===== config.mk =====
export PLATFORM = sky130hd
export DESIGN_NAME = slsc_regs
export DESIGN_NICKNAME = d
export VERILOG_FILES = /design/src/pkg/slsc_pkg.sv /design/src/pkg/slsc_lane_if.sv /design/src/core/slsc_regs.sv /design/src/core/slsc_lane_gate.sv
export SDC_FILE = /design/constraint.sdc
export NUM_CORES = 1
export LEC_CHECK = 0
export BUFFER_PORTS_ARGS = -buffer_cell sky130_fd_sc_hd__buf_2
export CORE_ASPECT_RATIO = 0.75
export CORE_UTILIZATION = 25
export CTS_CLUSTER_DIAMETER = 30
export CTS_CLUSTER_SIZE = 24
export DETAILED_ROUTE_END_ITERATION = 6
export GPL_TIMING_DRIVEN = 1
export SLEW_MARGIN = 10
export SYNTH_ARGS = -nofsm -noshare
export SYNTH_HDL_FRONTEND = slang
export SYNTH_SLANG_ARGS = --single-unit

===== constraint.sdc =====
create_clock -name mclk -period 2.05 [get_ports mclk]
set_input_delay 0.1025 -clock mclk [delete_from_list [all_inputs] [get_ports mclk]]
set_output_delay 0.1025 -clock mclk [all_outputs]
set_load 0.01 [all_outputs]

===== src/pkg/slsc_pkg.sv =====
// Register map, field positions and reset values of the serial link
// status and lane control bank.
// Assumes a 32-bit Avalon-MM slave with byte addresses, one register a word.
package slsc_pkg;
    // Register indices; byte address is four times the index
    localparam logic [9:0] IDX_STATUS = 10'h208;
    localparam logic [9:0] IDX_PWRDN = 10'h209;
    localparam logic [9:0] IDX_SPARE_A = 10'h20a;
    localparam logic [9:0] IDX_SPARE_B = 10'h20b;
    localparam logic [9:0] IDX_IRQ_MASK = 10'h20c;
    localparam logic [9:0] IDX_CTRL = 10'h20d;
    localparam logic [9:0] IDX_FORMAT = 10'h20e;
    // Status field positions
    localparam int ST_LINK_UP = 6;
    localparam int ST_SYNC = 5;
    localparam int ST_REALIGN = 4;
    localparam int ST_MULTIFRAME_PHASE_SET_FLAG = 3;
    localparam int ST_PLL = 2;
    // Power-down, spare-lane and control field positions
    localparam int PD_A = 0;
    localparam int PD_B = 1;
    localparam int SPARE_SER = 0;
    localparam int CTRL_ENC_EN = 0;
    localparam int CTRL_TEST_LSB = 4;
    localparam int FORMAT_W = 5;
    localparam int TEST_W = 4;
    // Reset values
    localparam logic [7:0] PWRDN_RST = 8'h00;
    localparam logic [7:0] SPARE_RST = 8'h00;
    localparam logic [7:0] MASK_RST = 8'h00;
    localparam logic [7:0] CTRL_RST = 8'h00;
    localparam logic [7:0] FORMAT_RST = 8'h00;
    // Writable bits of each register
    localparam logic [7:0] PWRDN_WMASK = 8'h03;
    localparam logic [7:0] STICKY_WMASK = 8'h18;
    localparam logic [7:0] CTRL_WMASK = 8'hf1;
    localparam logic [7:0] FORMAT_WMASK = 8'h1f;
endpackage


===== src/pkg/slsc_lane_if.sv =====
// Lane gating bundle between the register bank and one lane gate.
// Assumes both ends sit on the same clock; the bundle is combinational.
`timescale 1ns/100ps
interface slsc_lane_if #(parameter int LANES = 8);
    logic [LANES-1:1] spareEn;
    logic serMode;
    logic [LANES-1:0] baseLanes;
    logic linkActive;
    logic [LANES-1:0] laneClkEn;
    logic [LANES-1:0] serClkEn;
    modport ctrl (output spareEn, serMode, baseLanes, linkActive,
        input laneClkEn, serClkEn);
    modport gate (input spareEn, serMode, baseLanes, linkActive,
        output laneClkEn, serClkEn);
endinterface


===== src/core/slsc_regs.sv =====
// Serial link status and lane control register bank with Avalon-MM slave.
// Assumes link status and SYSREF pulses come from logic on mclk; the
// SYNC~ pin and synthesizer lock are asynchronous and synchronised here.
//
// Added by the designer: the Avalon-MM slave port.
`timescale 1ns/100ps
module slsc_regs #(
    parameter int LANES = 8
)(
    input wire logic mclk,
    input wire logic nrst,
    input wire logic [11:0] avAddress,
    input wire logic avRead,
    input wire logic avWrite,
    input wire logic [31:0] avWriteData,
    input wire logic [3:0] avByteEnable,
    output logic [31:0] avReadData,
    output logic avWaitRequest,
    output logic irq,
    input wire logic linkUp,
    input wire logic syncN,
    input wire logic synthLockedPin,
    input wire logic sysrefRealign,
    input wire logic sysrefPhaseEvent,
    input wire logic [LANES-1:0] baseLanesA,
    input wire logic [LANES-1:0] baseLanesB,
    input wire logic linkAHoldsBoth,
    input wire logic [1:0] digBindB,
    output logic converterAPowerdown,
    output logic converterBPowerdown,
    output logic [1:0] digChanPowerDown,
    output logic serialSubsystemPowerDown,
    output logic slotBValid,
    output logic linkEncoderEnable,
    output logic [slsc_pkg::FORMAT_W-1:0] linkFormatSelect,
    output logic [slsc_pkg::TEST_W-1:0] linkTestPatternSelect,
    output logic [LANES-1:0] laneClkEnA,
    output logic [LANES-1:0] serClkEnA,
    output logic [LANES-1:0] laneClkEnB,
    output logic [LANES-1:0] serClkEnB
);
    // =========================================================
    // Elaboration check
    if (LANES != 8)
    begin : g_bad_lanes
        $error("slsc_regs: spare registers hold exactly 8 lanes");
    end

    // =========================================================
    // Pin synchronisers
    logic syncMeta;
    logic syncStat;
    logic lockMeta;
    logic lockStat;

    // First stages feed only the second stages
    always_ff @(posedge mclk or negedge nrst)
    begin
        if (!nrst)
        begin
            syncMeta <= 1'b0;
            syncStat <= 1'b0;
            lockMeta <= 1'b0;
            lockStat <= 1'b0;
        end
        else
        begin
            syncMeta <= syncN;
            syncStat <= syncMeta;
            lockMeta <= synthLockedPin;
            lockStat <= lockMeta;
        end
    end

    // =========================================================
    // Bus decode
    function automatic logic hit(input logic [11:0] addr, input logic [9:0] idx);
        hit = (addr[11:2] == idx) && (addr[1:0] == 2'b00);
    endfunction

    logic busReq;
    logic accept;
    logic wrLane0;
    logic [7:0] wdata;

    assign busReq = avRead | avWrite;
    // Write lands at the edge where waitrequest is sampled low
    assign accept = busReq & ~avWaitRequest;
    assign wrLane0 = avWrite & accept & avByteEnable[0];
    assign wdata = avWriteData[7:0];

    // =========================================================
    // Software registers
    logic [7:0] pwrdn;
    logic [7:0] spareA;
    logic [7:0] spareB;
    logic [7:0] irqMask;
    logic [7:0] ctrl;
    logic [7:0] format;
    logic [7:0] next_pwrdn;
    logic [7:0] next_spareA;
    logic [7:0] next_spareB;
    logic [7:0] next_irqMask;
    logic [7:0] next_ctrl;
    logic [7:0] next_format;

    // Reserved bits are masked off so they read as zero
    always_comb
    begin
        next_pwrdn = pwrdn;
        next_spareA = spareA;
        next_spareB = spareB;
        next_irqMask = irqMask;
        next_ctrl = ctrl;
        next_format = format;
        if (wrLane0)
        begin
            if (hit(avAddress, slsc_pkg::IDX_PWRDN))
                next_pwrdn = wdata & slsc_pkg::PWRDN_WMASK;
            if (hit(avAddress, slsc_pkg::IDX_SPARE_A))
                next_spareA = wdata;
            if (hit(avAddress, slsc_pkg::IDX_SPARE_B))
                next_spareB = wdata;
            if (hit(avAddress, slsc_pkg::IDX_IRQ_MASK))
                next_irqMask = wdata & slsc_pkg::STICKY_WMASK;
            if (hit(avAddress, slsc_pkg::IDX_CTRL))
                next_ctrl = wdata & slsc_pkg::CTRL_WMASK;
            if (hit(avAddress, slsc_pkg::IDX_FORMAT))
                next_format = wdata & slsc_pkg::FORMAT_WMASK;
        end
    end

    always_ff @(posedge mclk or negedge nrst)
    begin
        if (!nrst)
        begin
            pwrdn <= slsc_pkg::PWRDN_RST;
            spareA <= slsc_pkg::SPARE_RST;
            spareB <= slsc_pkg::SPARE_RST;
            irqMask <= slsc_pkg::MASK_RST;
            ctrl <= slsc_pkg::CTRL_RST;
            format <= slsc_pkg::FORMAT_RST;
        end
        else
        begin
            pwrdn <= next_pwrdn;
            spareA <= next_spareA;
            spareB <= next_spareB;
            irqMask <= next_irqMask;
            ctrl <= next_ctrl;
            format <= next_format;
        end
    end

    // =========================================================
    // Sticky alignment flags and interrupt
    logic realignFlag;
    logic alignedFlag;
    logic armed;
    logic next_realignFlag;
    logic next_alignedFlag;
    logic next_armed;
    logic next_irq;
    logic encEn;
    logic encEnPrev;
    logic clrStatus;

    assign encEn = ctrl[slsc_pkg::CTRL_ENC_EN];
    assign clrStatus = wrLane0 & hit(avAddress, slsc_pkg::IDX_STATUS);

    // Clear applied first, so a same-cycle event wins
    always_comb
    begin
        next_realignFlag = realignFlag;
        next_alignedFlag = alignedFlag;
        next_armed = armed;
        if (clrStatus && wdata[slsc_pkg::ST_REALIGN])
            next_realignFlag = 1'b0;
        if (clrStatus && wdata[slsc_pkg::ST_MULTIFRAME_PHASE_SET_FLAG])
            next_alignedFlag = 1'b0;
        if (sysrefRealign)
            next_realignFlag = 1'b1;
        // Rearm on each enable; disabling drops the arm
        if (encEn && !encEnPrev)
            next_armed = 1'b1;
        else if (!encEn)
            next_armed = 1'b0;
        if (sysrefPhaseEvent && encEn && (armed || !encEnPrev))
        begin
            next_alignedFlag = 1'b1;
            next_armed = 1'b0;
        end
        next_irq = |({3'b000, next_realignFlag, next_alignedFlag, 3'b000}
            & irqMask);
    end

    always_ff @(posedge mclk or negedge nrst)
    begin
        if (!nrst)
        begin
            realignFlag <= 1'b0;
            alignedFlag <= 1'b0;
            armed <= 1'b0;
            encEnPrev <= 1'b0;
            irq <= 1'b0;
        end
        else
        begin
            realignFlag <= next_realignFlag;
            alignedFlag <= next_alignedFlag;
            armed <= next_armed;
            encEnPrev <= encEn;
            irq <= next_irq;
        end
    end

    // =========================================================
    // Bus answer: one wait cycle, then data with waitrequest low
    logic [7:0] statusWord;
    logic [7:0] rdByte;
    logic [31:0] next_avReadData;
    logic next_avWaitRequest;

    always_comb
    begin
        statusWord = 8'h00;
        statusWord[slsc_pkg::ST_LINK_UP] = linkUp;
        statusWord[slsc_pkg::ST_SYNC] = syncStat;
        statusWord[slsc_pkg::ST_REALIGN] = realignFlag;
        statusWord[slsc_pkg::ST_MULTIFRAME_PHASE_SET_FLAG] = alignedFlag;
        statusWord[slsc_pkg::ST_PLL] = lockStat;
        rdByte = 8'h00;
        if (hit(avAddress, slsc_pkg::IDX_STATUS))
            rdByte = statusWord;
        if (hit(avAddress, slsc_pkg::IDX_PWRDN))
            rdByte = pwrdn;
        if (hit(avAddress, slsc_pkg::IDX_SPARE_A))
            rdByte = spareA;
        if (hit(avAddress, slsc_pkg::IDX_SPARE_B))
            rdByte = spareB;
        if (hit(avAddress, slsc_pkg::IDX_IRQ_MASK))
            rdByte = irqMask;
        if (hit(avAddress, slsc_pkg::IDX_CTRL))
            rdByte = ctrl;
        if (hit(avAddress, slsc_pkg::IDX_FORMAT))
            rdByte = format;
        next_avReadData = avReadData;
        if (avRead && avWaitRequest)
            next_avReadData = {24'h000000, rdByte};
        next_avWaitRequest = ~(busReq & avWaitRequest);
    end

    always_ff @(posedge mclk or negedge nrst)
    begin
        if (!nrst)
        begin
            avReadData <= 32'h00000000;
            avWaitRequest <= 1'b1;
        end
        else
        begin
            avReadData <= next_avReadData;
            avWaitRequest <= next_avWaitRequest;
        end
    end

    // =========================================================
    // Power and lane control
    slsc_lane_if #(.LANES(LANES)) lanesA ();
    slsc_lane_if #(.LANES(LANES)) lanesB ();

    logic pdA;
    logic pdB;
    logic allDown;

    assign pdA = pwrdn[slsc_pkg::PD_A];
    assign pdB = pwrdn[slsc_pkg::PD_B];
    assign allDown = pdA & pdB;
    // Link A survives a down A only if it also carries B
    assign lanesA.linkActive = ~allDown & (~pdA | linkAHoldsBoth);
    assign lanesB.linkActive = ~allDown & ~pdB;
    assign lanesA.spareEn = spareA[7:1];
    assign lanesA.serMode = spareA[slsc_pkg::SPARE_SER];
    assign lanesA.baseLanes = baseLanesA;
    assign lanesB.spareEn = spareB[7:1];
    assign lanesB.serMode = spareB[slsc_pkg::SPARE_SER];
    assign lanesB.baseLanes = baseLanesB;

    slsc_lane_gate #(.LANES(LANES)) gateA (.lanes(lanesA));
    slsc_lane_gate #(.LANES(LANES)) gateB (.lanes(lanesB));

    // Every control output is registered to keep it glitch free
    always_ff @(posedge mclk or negedge nrst)
    begin
        if (!nrst)
        begin
            converterAPowerdown <= 1'b0;
            converterBPowerdown <= 1'b0;
            digChanPowerDown <= 2'b00;
            serialSubsystemPowerDown <= 1'b0;
            slotBValid <= 1'b0;
            linkEncoderEnable <= 1'b0;
            linkFormatSelect <= '0;
            linkTestPatternSelect <= '0;
            laneClkEnA <= '0;
            serClkEnA <= '0;
            laneClkEnB <= '0;
            serClkEnB <= '0;
        end
        else
        begin
            converterAPowerdown <= pdA;
            converterBPowerdown <= pdB;
            for (int d = 0; d < 2; d++)
                digChanPowerDown[d] <= digBindB[d] ? pdB : pdA;
            serialSubsystemPowerDown <= allDown;
            slotBValid <= ~pdB;
            linkEncoderEnable <= encEn;
            // Spare lanes share these settings with regular lanes
            linkFormatSelect <= format[slsc_pkg::FORMAT_W-1:0];
            linkTestPatternSelect <=
                ctrl[slsc_pkg::CTRL_TEST_LSB +: slsc_pkg::TEST_W];
            laneClkEnA <= lanesA.laneClkEn;
            serClkEnA <= lanesA.serClkEn;
            laneClkEnB <= lanesB.laneClkEn;
            serClkEnB <= lanesB.serClkEn;
        end
    end

    logic rdStatus;
    assign rdStatus = avRead & avWaitRequest & hit(avAddress, slsc_pkg::IDX_STATUS);
endmodule


===== src/core/slsc_lane_gate.sv =====
// Lane clock and serializer clock gating for one link.
// Assumes the caller registers the results before they leave the chip.
`timescale 1ns/100ps
module slsc_lane_gate #(
    parameter int LANES = 8
)(
    slsc_lane_if.gate lanes
);
    // =========================================================
    // Elaboration check
    if (LANES < 2 || LANES > 8)
    begin : g_bad_lanes
        $error("slsc_lane_gate: LANES must be 2 to 8");
    end

    // =========================================================
    // Gating; a serializer also needs every lower lane running
    always_comb
    begin
        logic [LANES-1:0] want;
        logic prefix;
        want = lanes.baseLanes | {lanes.spareEn, 1'b0};
        prefix = 1'b1;
        for (int n = 0; n < LANES; n++)
        begin
            lanes.laneClkEn[n] = lanes.linkActive & want[n];
            prefix = prefix & want[n];
            // Spare lanes serialize only in serializer mode
            lanes.serClkEn[n] = lanes.linkActive & prefix
                & (lanes.baseLanes[n] | lanes.serMode);
        end
    end
endmodule


# [Word-level counts from Yosys, hierarchy flattened]
# Index checks and enable logic that the tools add are counted.
[op_classes] n_reduce_logical=23 muxes=16 bitwise=94 eq_ne=8
[ops] operator="$eq A10 B10 Y1 const B" n=7
[ops] operator="$and A1 B1 Y1" n=68
[ops] operator="$mux W8" n=5
[ops] operator="$or A1 B1 Y1" n=18
[ops] operator="$or A8 B8 Y8" n=2
[ops] operator="$mux W7" n=2
[ops] operator="$logic_and A1 B1 Y1" n=13
[ops] operator="$reduce_and A2 Y1" n=6
[ops] operator="$mux W1" n=9
[ops] operator="$reduce_or A8 Y1" n=1
[ops] operator="$and A5 B5 Y5" n=1
[ops] operator="$not A1 Y1" n=5
[ops] operator="$ne A3 B1 Y1 const B" n=1
[ops] operator="$logic_not A2 Y1" n=1
[ops] operator="$logic_not A1 Y1" n=1
[ops] operator="$logic_or A1 B1 Y1" n=1
[word_totals] input_bits=76 output_inout_bits=82 register_bits=95

# [Longest topological paths before layout]
# Gate-level depths: netlist of the first run.
[depth] ltp_word=10 ltp_mapped=6 depth_no_buf=4

# [Modules after synthesis]
# Synthesis of the first run repeated with hierarchy kept, for this count alone.
[hier_totals] hier_cells=310 area_unflattened_um2=3961.3
[by_module_without_submodules] mod="slsc_regs" area_per_inst_um2=3563.4 seq_area_each_um2=2378.5 cells_per_inst=246 n_inst=1
[by_module_without_submodules] mod="slsc_lane_gate" area_per_inst_um2=198.9 seq_area_each_um2=0.0 cells_per_inst=32 n_inst=2

# [Least setup slack after synthesis of the first run]
# Ideal clock, no wire load.
[synth_path] kind="flip-flop to flip-flop" start="register avWaitRequest" end="register ctrl[0]" stages_incl_launch_ff=5 path_slack_ps=491 arrival_ps=1435 setup_ps=125 synth_period_minus_slack_ps=1559 cell_sequence="dfstp_2 -> and3b_1 -> nand3_2 -> nor3_4 -> mux2_2"
[synth_via] elab_chain_len=5
[synth_rtl] item="start, declared" line="slsc_regs.sv:18" rtl="output logic avWaitRequest,"
[synth_rtl] item="start signal, assigned" line="slsc_regs.sv:263" rtl="avWaitRequest <= next_avWaitRequest;"
[synth_rtl] item="$not A1 Y1" line="slsc_regs.sv:88" rtl="assign accept = busReq & ~avWaitRequest;"
[synth_rtl] item="$and A1 B1 Y1" line="slsc_regs.sv:88"
[synth_rtl] item="$and A1 B1 Y1 (2 in a row)" line="slsc_regs.sv:89" rtl="assign wrLane0 = avWrite & accept & avByteEnable[0];"
[synth_rtl] item="$reduce_and A2 Y1 (no source line)"
[synth_rtl] item="end signal, assigned" line="slsc_regs.sv:141" rtl="ctrl <= slsc_pkg::CTRL_RST;"
[synth_rtl] item="end signal, assigned" line="slsc_regs.sv:150" rtl="ctrl <= next_ctrl;"
[synth_rtl] item="end, declared" line="slsc_regs.sv:98" rtl="logic [7:0] ctrl;"
# No other way between the ends.
# A chain may end at the register's enable or synchronous reset.

# [Worst setup path after layout of the first run]
[layout_path] start="register avWaitRequest" end="register ctrl[4]"
# Same word-level chain as after synthesis.

==> results of run 1 <==
-- cells in the final DEF, fill, tap and decap left out, types with 3 or more instances in the layout --
cell	n
a21oi_1	10
a22o_1	6
a31oi_1	3
and3_1	4
buf_2	105
buf_4	8
clkbuf_16	9
clkinvlp_4	3
conb_1	24
dfrtp_1	94
dlygate4sd3_1	8
inv_1	8
mux2_2	33
mux2i_1	8
nand2_1	8
nand2b_1	4
nand3_1	4
nor2_1	48
nor2b_1	5
nor3_1	7
nor3_4	4
o211ai_1	3
o21ai_0	8
o22ai_1	4
-- power by group through the flow --
stage / Sequential (W) / Combinational [W] / Clock, W
6_report: 0.00192 / 0.000286 / 0.00181
4_1_cts: 0.00192 / 0.000288 / 0.00186
5_1_grt: 0.00192 / 0.000320 / 0.00194
3_3_place_gp: 0.00195 / 0.000269 / 0
2_1_floorplan: 0.00197 / 0.000136 / 0
3_5_place_dp: 0.00195 / 0.000275 / 0
-- flip-flops by register name (all words and copies together) (netlist names), 5 cells and up --
register and cells:
format 5, avReadData 8, serClkEnA 8, laneClkEnB 8, spareA 8, linkFormatSelect 5, serClkEnB 8, laneClkEnA 8
spareB 8, ctrl 5
-- worst min path at each step --
stage / from / end / slack [ns] / cells after the start
after detailed placement: nrst / laneClkEnA[0]$_DFF_PN0_ / 0.07 / 1
after global placement: nrst / linkFormatSelect[3]$_DFF_PN0_ / 0.06 / 1
after CTS: baseLanesB[3] / laneClkEnB[3]$_DFF_PN0_ / 0.002 / 3
after global routing: digBindB[0] / digChanPowerDown[0]$_DFF_PN0_ / 0.02 / 2
after floorplan: nrst / alignedFlag$_DFF_PN0_ / -0.19 / 0
final: baseLanesB[3] / laneClkEnB[3]$_DFF_PN0_ / 0.01 / 3
-- repair_timing --
item / in CTS / in global routing
hold buffers: 8 / 0
setup endpoints to repair: 0 / 0
endpoints found under the hold margin: 38 / 0
-- synth_stat cells, drive strengths merged --
cell / n / area share (%)
dfrtp: 94 / 59
nor2: 50 / 5.5
mux2: 34 / 9.6
buf: 29 / 5.2
nor3: 11 / 2.5
a21oi: 10 / 1.3
nand2: 9 / 0.91
inv: 8 / 0.75
mux2i: 8 / 2.0
o21ai: 8 / 1.0
a22o: 6 / 1.3
nand3: 5 / 0.75
nor2b: 5 / 0.79
o22ai: 5 / 0.94
and3: 4 / 0.63
nand2b: 4 / 0.63
a31oi: 3 / 0.47
clkbuf: 3 / 0.28
nor4: 3 / 0.63
o211ai: 3 / 0.57
a32o: 2 / 0.50
nor4b: 2 / 0.60
o21a: 2 / 0.38
o2bb2ai: 2 / 0.44
a21boi: 1 / 0.19
a221o: 1 / 0.25
a221oi: 1 / 0.22
a22oi: 1 / 0.19
and2: 1 / 0.16
and3b: 1 / 0.22
and4bb: 1 / 0.31
conb: 1 / 0.094
dfstp: 1 / 0.66
nand4: 1 / 0.53
or3: 1 / 0.16
or3b: 1 / 0.28
-- metrics by stage --
stage	setup slack [ns]	hold slack [ns]	util (%)
4_1_cts	0.319	0.00220	33.2
3_5_place_dp	0.328	0.0712	30.6
6_report	0.325	0.0112	33.2
2_1_floorplan	0.491	-0.193	-
3_3_place_gp	0.374	0.0627	30.6
5_1_grt	0.248	0.0248	33.2
-- cells by family (layout without fill, tap and decap cells) --
logic type,Yosys count,after routing
buf+inv,40,146
compound gates,45,45
other cells,1,24
simple gates,99,99
flops,95,95
mux,42,42
-- cell type report --
cell class              instances  share of cell area (%)
clock inverters                 6                    1.78
inverters                       8                   0.586
flip-flops and latches         95                    46.4
repair buffers                122                    13.4
well taps                     205                    5.00
clock buffers                  10                    4.66
multi-input cells             210                    28.2
-- worst register-to-register path: stages (launching register included) --
cell     delay [ns]
dfstp_2        0.39
and3b_1        0.29
nand3_2        0.17
nor3_4         0.37
mux2_2         0.38
-- routing by layer --
layer / part of all wire, % / up-vias
met4: 1.4 / 0
met1: 47 / 1431
met3: 7.8 / 13
met2: 44 / 100
met5: 0 / -
li1: - / 1321
==> summary.md, run 1 <==
| Metric | Value |
|---|---|
| Final min period | ~1.7 ns |
| Slowest-stage cell, CP | dfstp_2 |
| Worst path depth | 4 |
| CTS Buffer Depth | 2 |
| Clk pwr share | roughly 45% |
| Overall power | approximately 0.004 W |
| GR Util met2 | about a fifth |
| XOR/XNOR Fraction of Synth Area | 0% |
| DRC viols | 0 |
| Post-route cell area | 0.00512 mm2 |
| Leakage | between 2 and 3 nW |
| Largest family of logic cells by synthesized area | simple AND/OR/NAND/NOR gates |
| Drt pass-1 iters | 4 |
| Global route overflow | 0 |
| CP top delay family | simple AND/OR/NAND/NOR gates |
| Largest net degree at the start of global routing | between 40 and 50 |
| Starting Density | roughly 26% |
| Worst-path cell chain | and3b_1 -> nand3_2 -> nor3_4 -> mux2_2 |
| CP Max Fanout | 5 |
| Hold Vio Cnt, Final | 0 |
| Fmax achieved | 0.580 GHz |
| Setup Skew | ~0.012 ns |
| Worst r2r dst | ctrl[4]$_DFFE_PN0P_ |
| Final nets | about 520 |
| Mapped Cells | about 320 |
| Post-CTS Setup Bufs | 0 |
| Crit end category | flip-flop |
| RD Place Congestion | 0.771 |
| FF-to-FF setup slack | 0.33 ns |
| Run status | complete, no violations |
| Storage cell area | 0.00238 mm2 |
| Reg power frac | between 40% and 50% |
| Critical path startpoint category | flip-flop |
| DR iter-0 viols | about 130 |
| WP data arrival | between 1.5 and 2 ns |
| Number of max-cap violations | 0 |
| Setup violations, final | 0 |
| Total GRT Usage | 12.8% |
| Non-filler cells, final | approximately 660 |
| Met1 usage | roughly 17% |
| Reg2reg start | avWaitRequest$_DFF_PN1_ |
| Post-CTS resize count | 0 |
| Root buf cell | clkbuf_16 |
| NetSw | 0.000905 W |
| Max incr delay on CP | ~0.39 ns |
| Core area | about 0.015 mm2 |
| Gate power share | under 10% |
| Internal power component | a little over 0.003 W |
| Synthesized cell area | approximately 0.004 mm2 |
| Tightest Hold Check Type | primary input to flip-flop |
| Final setup TNS | 0 ns |
| Antenna Nets Post-Route | 0 |
| Peak supply drop | 0.376 mV |
| FF-to-FF path depth | 4 |
| Synth Area in Adders | 0% |
| Grt met3 use | under 10% |
| Max Slew Vio Count | 0 |
| IO Port Bufs | ~110 |
| Number of synthesized register bits | 95 |
| Sequential element share of the synthesized area | between 50 and 60% |
| CTS clk-pin slew, worst paths | around 0.070 ns |
| Layout area overhead | 28.7% |
| TritonCTS Buffers | 9 |
| First-pass GRT wire length | about 16 mm |
| Die height | ~110 um |
| Area of the multi-input gates | about 0.0014 mm2 |
| Clk sinks | 95 |
| Die Footprint | between 0.015 and 0.02 mm2 |
| Synth unique cells | 45 |
| Mux contribution to synthesized area | a little under an eighth |
| Hpwl dp | about 7.6 mm |
| Synthesis warning total | 0 |
| Data required time at the worst endpoint | ~2.3 ns |
| Worst-Skew Late Latency | around 0.34 ns |
| Wire length per cell | 15.3 um |
| Most Used Layer, Global Route | met2 |
| Placed cell area | ~0.0047 mm2 |
| Antenna violations before repair | 0 |
| CP endpoint | ctrl[4]$_DFFE_PN0P_ |
| Row Count | 39 |
| Unrepaired setup endpoints after global routing | no |
| H-tree levels | 3 |
| Vias in the first global route | 2897 |
| Compound-gate portion of the synthesized area | just under 8% |
| Net Sw Frac | between 20% and 30% |
| Worst Setup SP | avWaitRequest$_DFF_PN1_ |
| Via count | 2865 |
| Diode count | 0 |
| Post-synthesis simple-gate area fraction | around 15% |
| Die Width | about 150 um |
| Tcrit/Tclk final | ~84% |
| Mean post-synth cell area | about 12 um2 |
| Final WL | between 10 and 15 mm |
| CTS tree | yes |
| Fillers | roughly 1600 |
| Worst Path Buf+Inv | 0 |
| Share of cells above drive strength 1 | 39.5% |
| Pwr Density | about 780 mW/mm2 |
| Crit path kind | flip-flop to flip-flop |
| Io pins | about 160 |
| # placed instances | ~630 |
| Vias per cell | approximately 4.4 |
No activity file was read; power rests on OpenSTA's default activity.
==> run 2: changes to the inputs <==
==> constraint.sdc (replaced) <==
create_clock -name mclk -period 1.42 [get_ports mclk]
set_input_delay 0.071 -clock mclk [delete_from_list [all_inputs] [get_ports mclk]]
set_output_delay 0.071 -clock mclk [all_outputs]
set_load 0.01 [all_outputs]
==> summary.md, run 2 (synthesized netlist as in run 1, its figures left out) <==
| Metric | Value |
|---|---|
| Final min period | 1.59 ns |
| Hold Path Cell Cnt | 3 |
| Worst-path cell chain | and3b_2 -> nand4_4 -> nor2_8 -> mux2_4 |
| TritonCTS Buffers | 9 |
| Data required time at the worst endpoint | 1.64 ns |
| Number of max-cap violations | 0 |
| RD Place Congestion | 0.816 |
| Run status | finished, violations left |
| Io pins | around 160 |
| Antenna violations before repair | 1 |
| FF-to-FF path depth | 4 |
| Global route overflow | 0 |
| Tcrit/Tclk final | 112% |
| Most common cell after layout, fill and taps aside | buf_2 |
| CTS clk-pin slew, worst paths | 0.07 ns |
| Placed cell area | slightly below 0.005 mm2 |
| GR Util met2 | ~21% |
| Violated checks | setup timing |
| Antenna Nets Post-Route | 0 |
| DR iter-0 viols | between 150 and 200 |
| Setup ws final | -0.169 ns |
| Grt met3 use | 4.49% |
| DRC viols | 0 |
| Largest net degree at the start of global routing | 39 |
| Final hold slack | roughly 0.016 ns |
| Vias per cell | 4.32 |
| Overall power | 0.00580 W |
| Met1 usage | between 10% and 20% |
| CTS Buffer Depth | 2 |
| Diode count | 0 |
| Final nets | about 560 |
| Core area | approximately 0.015 mm2 |
| Clk sinks | between 90 and 100 |
| Layout area overhead | 39.9% |
| Pwr Density | between 1000 and 1500 mW/mm2 |
| Tightest Hold Check Type | primary input to flip-flop |
| Root buf cell | clkbuf_16 |
| Peak supply drop | ~0.64 mV |
| Die Width | 148 um |
| Fillers | 1547 |
| Place WS | -0.207 ns |
| Wire length per cell | 15.4 um |
| Unrepaired setup endpoints after global routing | yes |
| Vias in the first global route | 3000 |
| CP Max Fanout | 8 |
| Crit path kind | flip-flop to flip-flop |
| Row Count | 39 |
| Crit end category | flip-flop |
| Max incr delay on CP | around 0.37 ns |
| Reg2reg start | avWaitRequest$_DFF_PN1_ |
| Hold Vio Cnt, Final | 0 |
| Hpwl dp | 7.76 mm |
| Slowest-stage cell, CP | dfstp_2 |
| WP data arrival | around 1.8 ns |
| Max Slew Vio Count | 0 |
| Die Footprint | ~0.016 mm2 |
| Starting Density | around 26% |
| Util after Layout | around 36% |
| Worst r2r dst | spareB[3]$_DFFE_PN0P_ |
| Via count | 2978 |
| Final WL | 10.6 mm |
| Share of cells above drive strength 1 | between 40 and 50% |
| Leakage | 2.87 nW |
| Setup violations, final | 33 |
| Drt pass-1 iters | 4 |
| IO Port Bufs | 106 |
| Fmax achieved | between 0.6 and 0.7 GHz |
| Setup Skew | slightly above 0.009 ns |
| Post-route cell area | 0.00557 mm2 |
| Most Used Layer, Global Route | met2 |
| CTS tree | yes |
| FF-to-FF setup slack | -0.17 ns |
| Critical path startpoint category | flip-flop |
| Commonest cells after routing, fill and taps aside | buf_2 (104), dfrtp_1 (94), nor2_1 (47), mux2_4 (29), conb_1 (24) |
| Die height | approximately 110 um |
| H-tree levels | 3 |
| Worst-Skew Late Latency | approximately 0.34 ns |
| Worst Hold End | realignFlag$_DFF_PN0_ |
| Worst hold start | sysrefRealign |
| Total GRT Usage | a little over an eighth |
| First-pass GRT wire length | about 17 mm |
## run 2: cell count changes in the layout (fill, tap and decap cells not counted), sizes merged
| cell | delta |
|---|---|
| buf | +18 |
| dlygate4sd3 | +15 |
| clkinvlp | -3 |
| clkbuf | +2 |
| clkinv | +1 |
## run 2: worst max-delay path, delay by kind of cell, from the launching register on
kind / cells / cell delay, ns
multiplexers: 1 / 0.33
AND/OR/NAND/NOR: 3 / 0.77
flip-flops: 1 / 0.37
## run 2: metrics by stage
stage	cells	TNS, ns
global route	689	-5.59
detailed placement	646	-3.66
finish	689	-3.83
floorplan	345	-1.59
CTS	689	-4.11
global placement	646	-3.16
## run 2: timing repair
action                                  in CTS  in global routing
pin swaps                                    2                  4
buffers inserted                             4                  1
hold endpoints to repair                   121                  0
gates resized for setup                     20                  6
endpoints found under the setup margin      35                 35
hold buffers                                23                  0
## run 2: how the worst max path moves through the flow
stage	from	end	slack [ns]	cells after the start
floorplan	avWaitRequest$_DFF_PN1_	format[0]$_DFFE_PN0P_	-0.07	4
global placement	avWaitRequest$_DFF_PN1_	ctrl[6]$_DFFE_PN0P_	-0.20	4
detailed placement	avWaitRequest$_DFF_PN1_	ctrl[5]$_DFFE_PN0P_	-0.21	4
CTS	avWaitRequest$_DFF_PN1_	spareA[4]$_DFFE_PN0P_	-0.17	4
global route	avWaitRequest$_DFF_PN1_	spareB[3]$_DFFE_PN0P_	-0.23	4
finish	avWaitRequest$_DFF_PN1_	spareB[3]$_DFFE_PN0P_	-0.17	4
## run 2: metal layers
metal  wire [um]  share of wire, %  up-vias
li1            -                 -     1389
met1        4930                46     1457
met2        4750                45      119
met3         843               7.9       11
met4          99              0.93        2
met5           8             0.075        -
## run 2: cell type report
class	instances	area, um2	share of cell area (%)
Multi-Input combinational cell	210	1590	28.5
Tap cell	205	256	4.60
Sequential cell	95	2380	42.7
Clock buffer	12	236	4.24
Timing Repair Buffer	155	1010	18.1
Clock inverter	4	77.6	1.39
Inverter	8	30.0	0.539
## run 2: report_power, final
part | switching, W | leakage [nW] | internal [W]
Sequential | 0.0000134 | 1.26 | 0.00275
Combinational | 0.000286 | 1.45 | 0.000196
Clock | 0.000999 | 0.151 | 0.00155
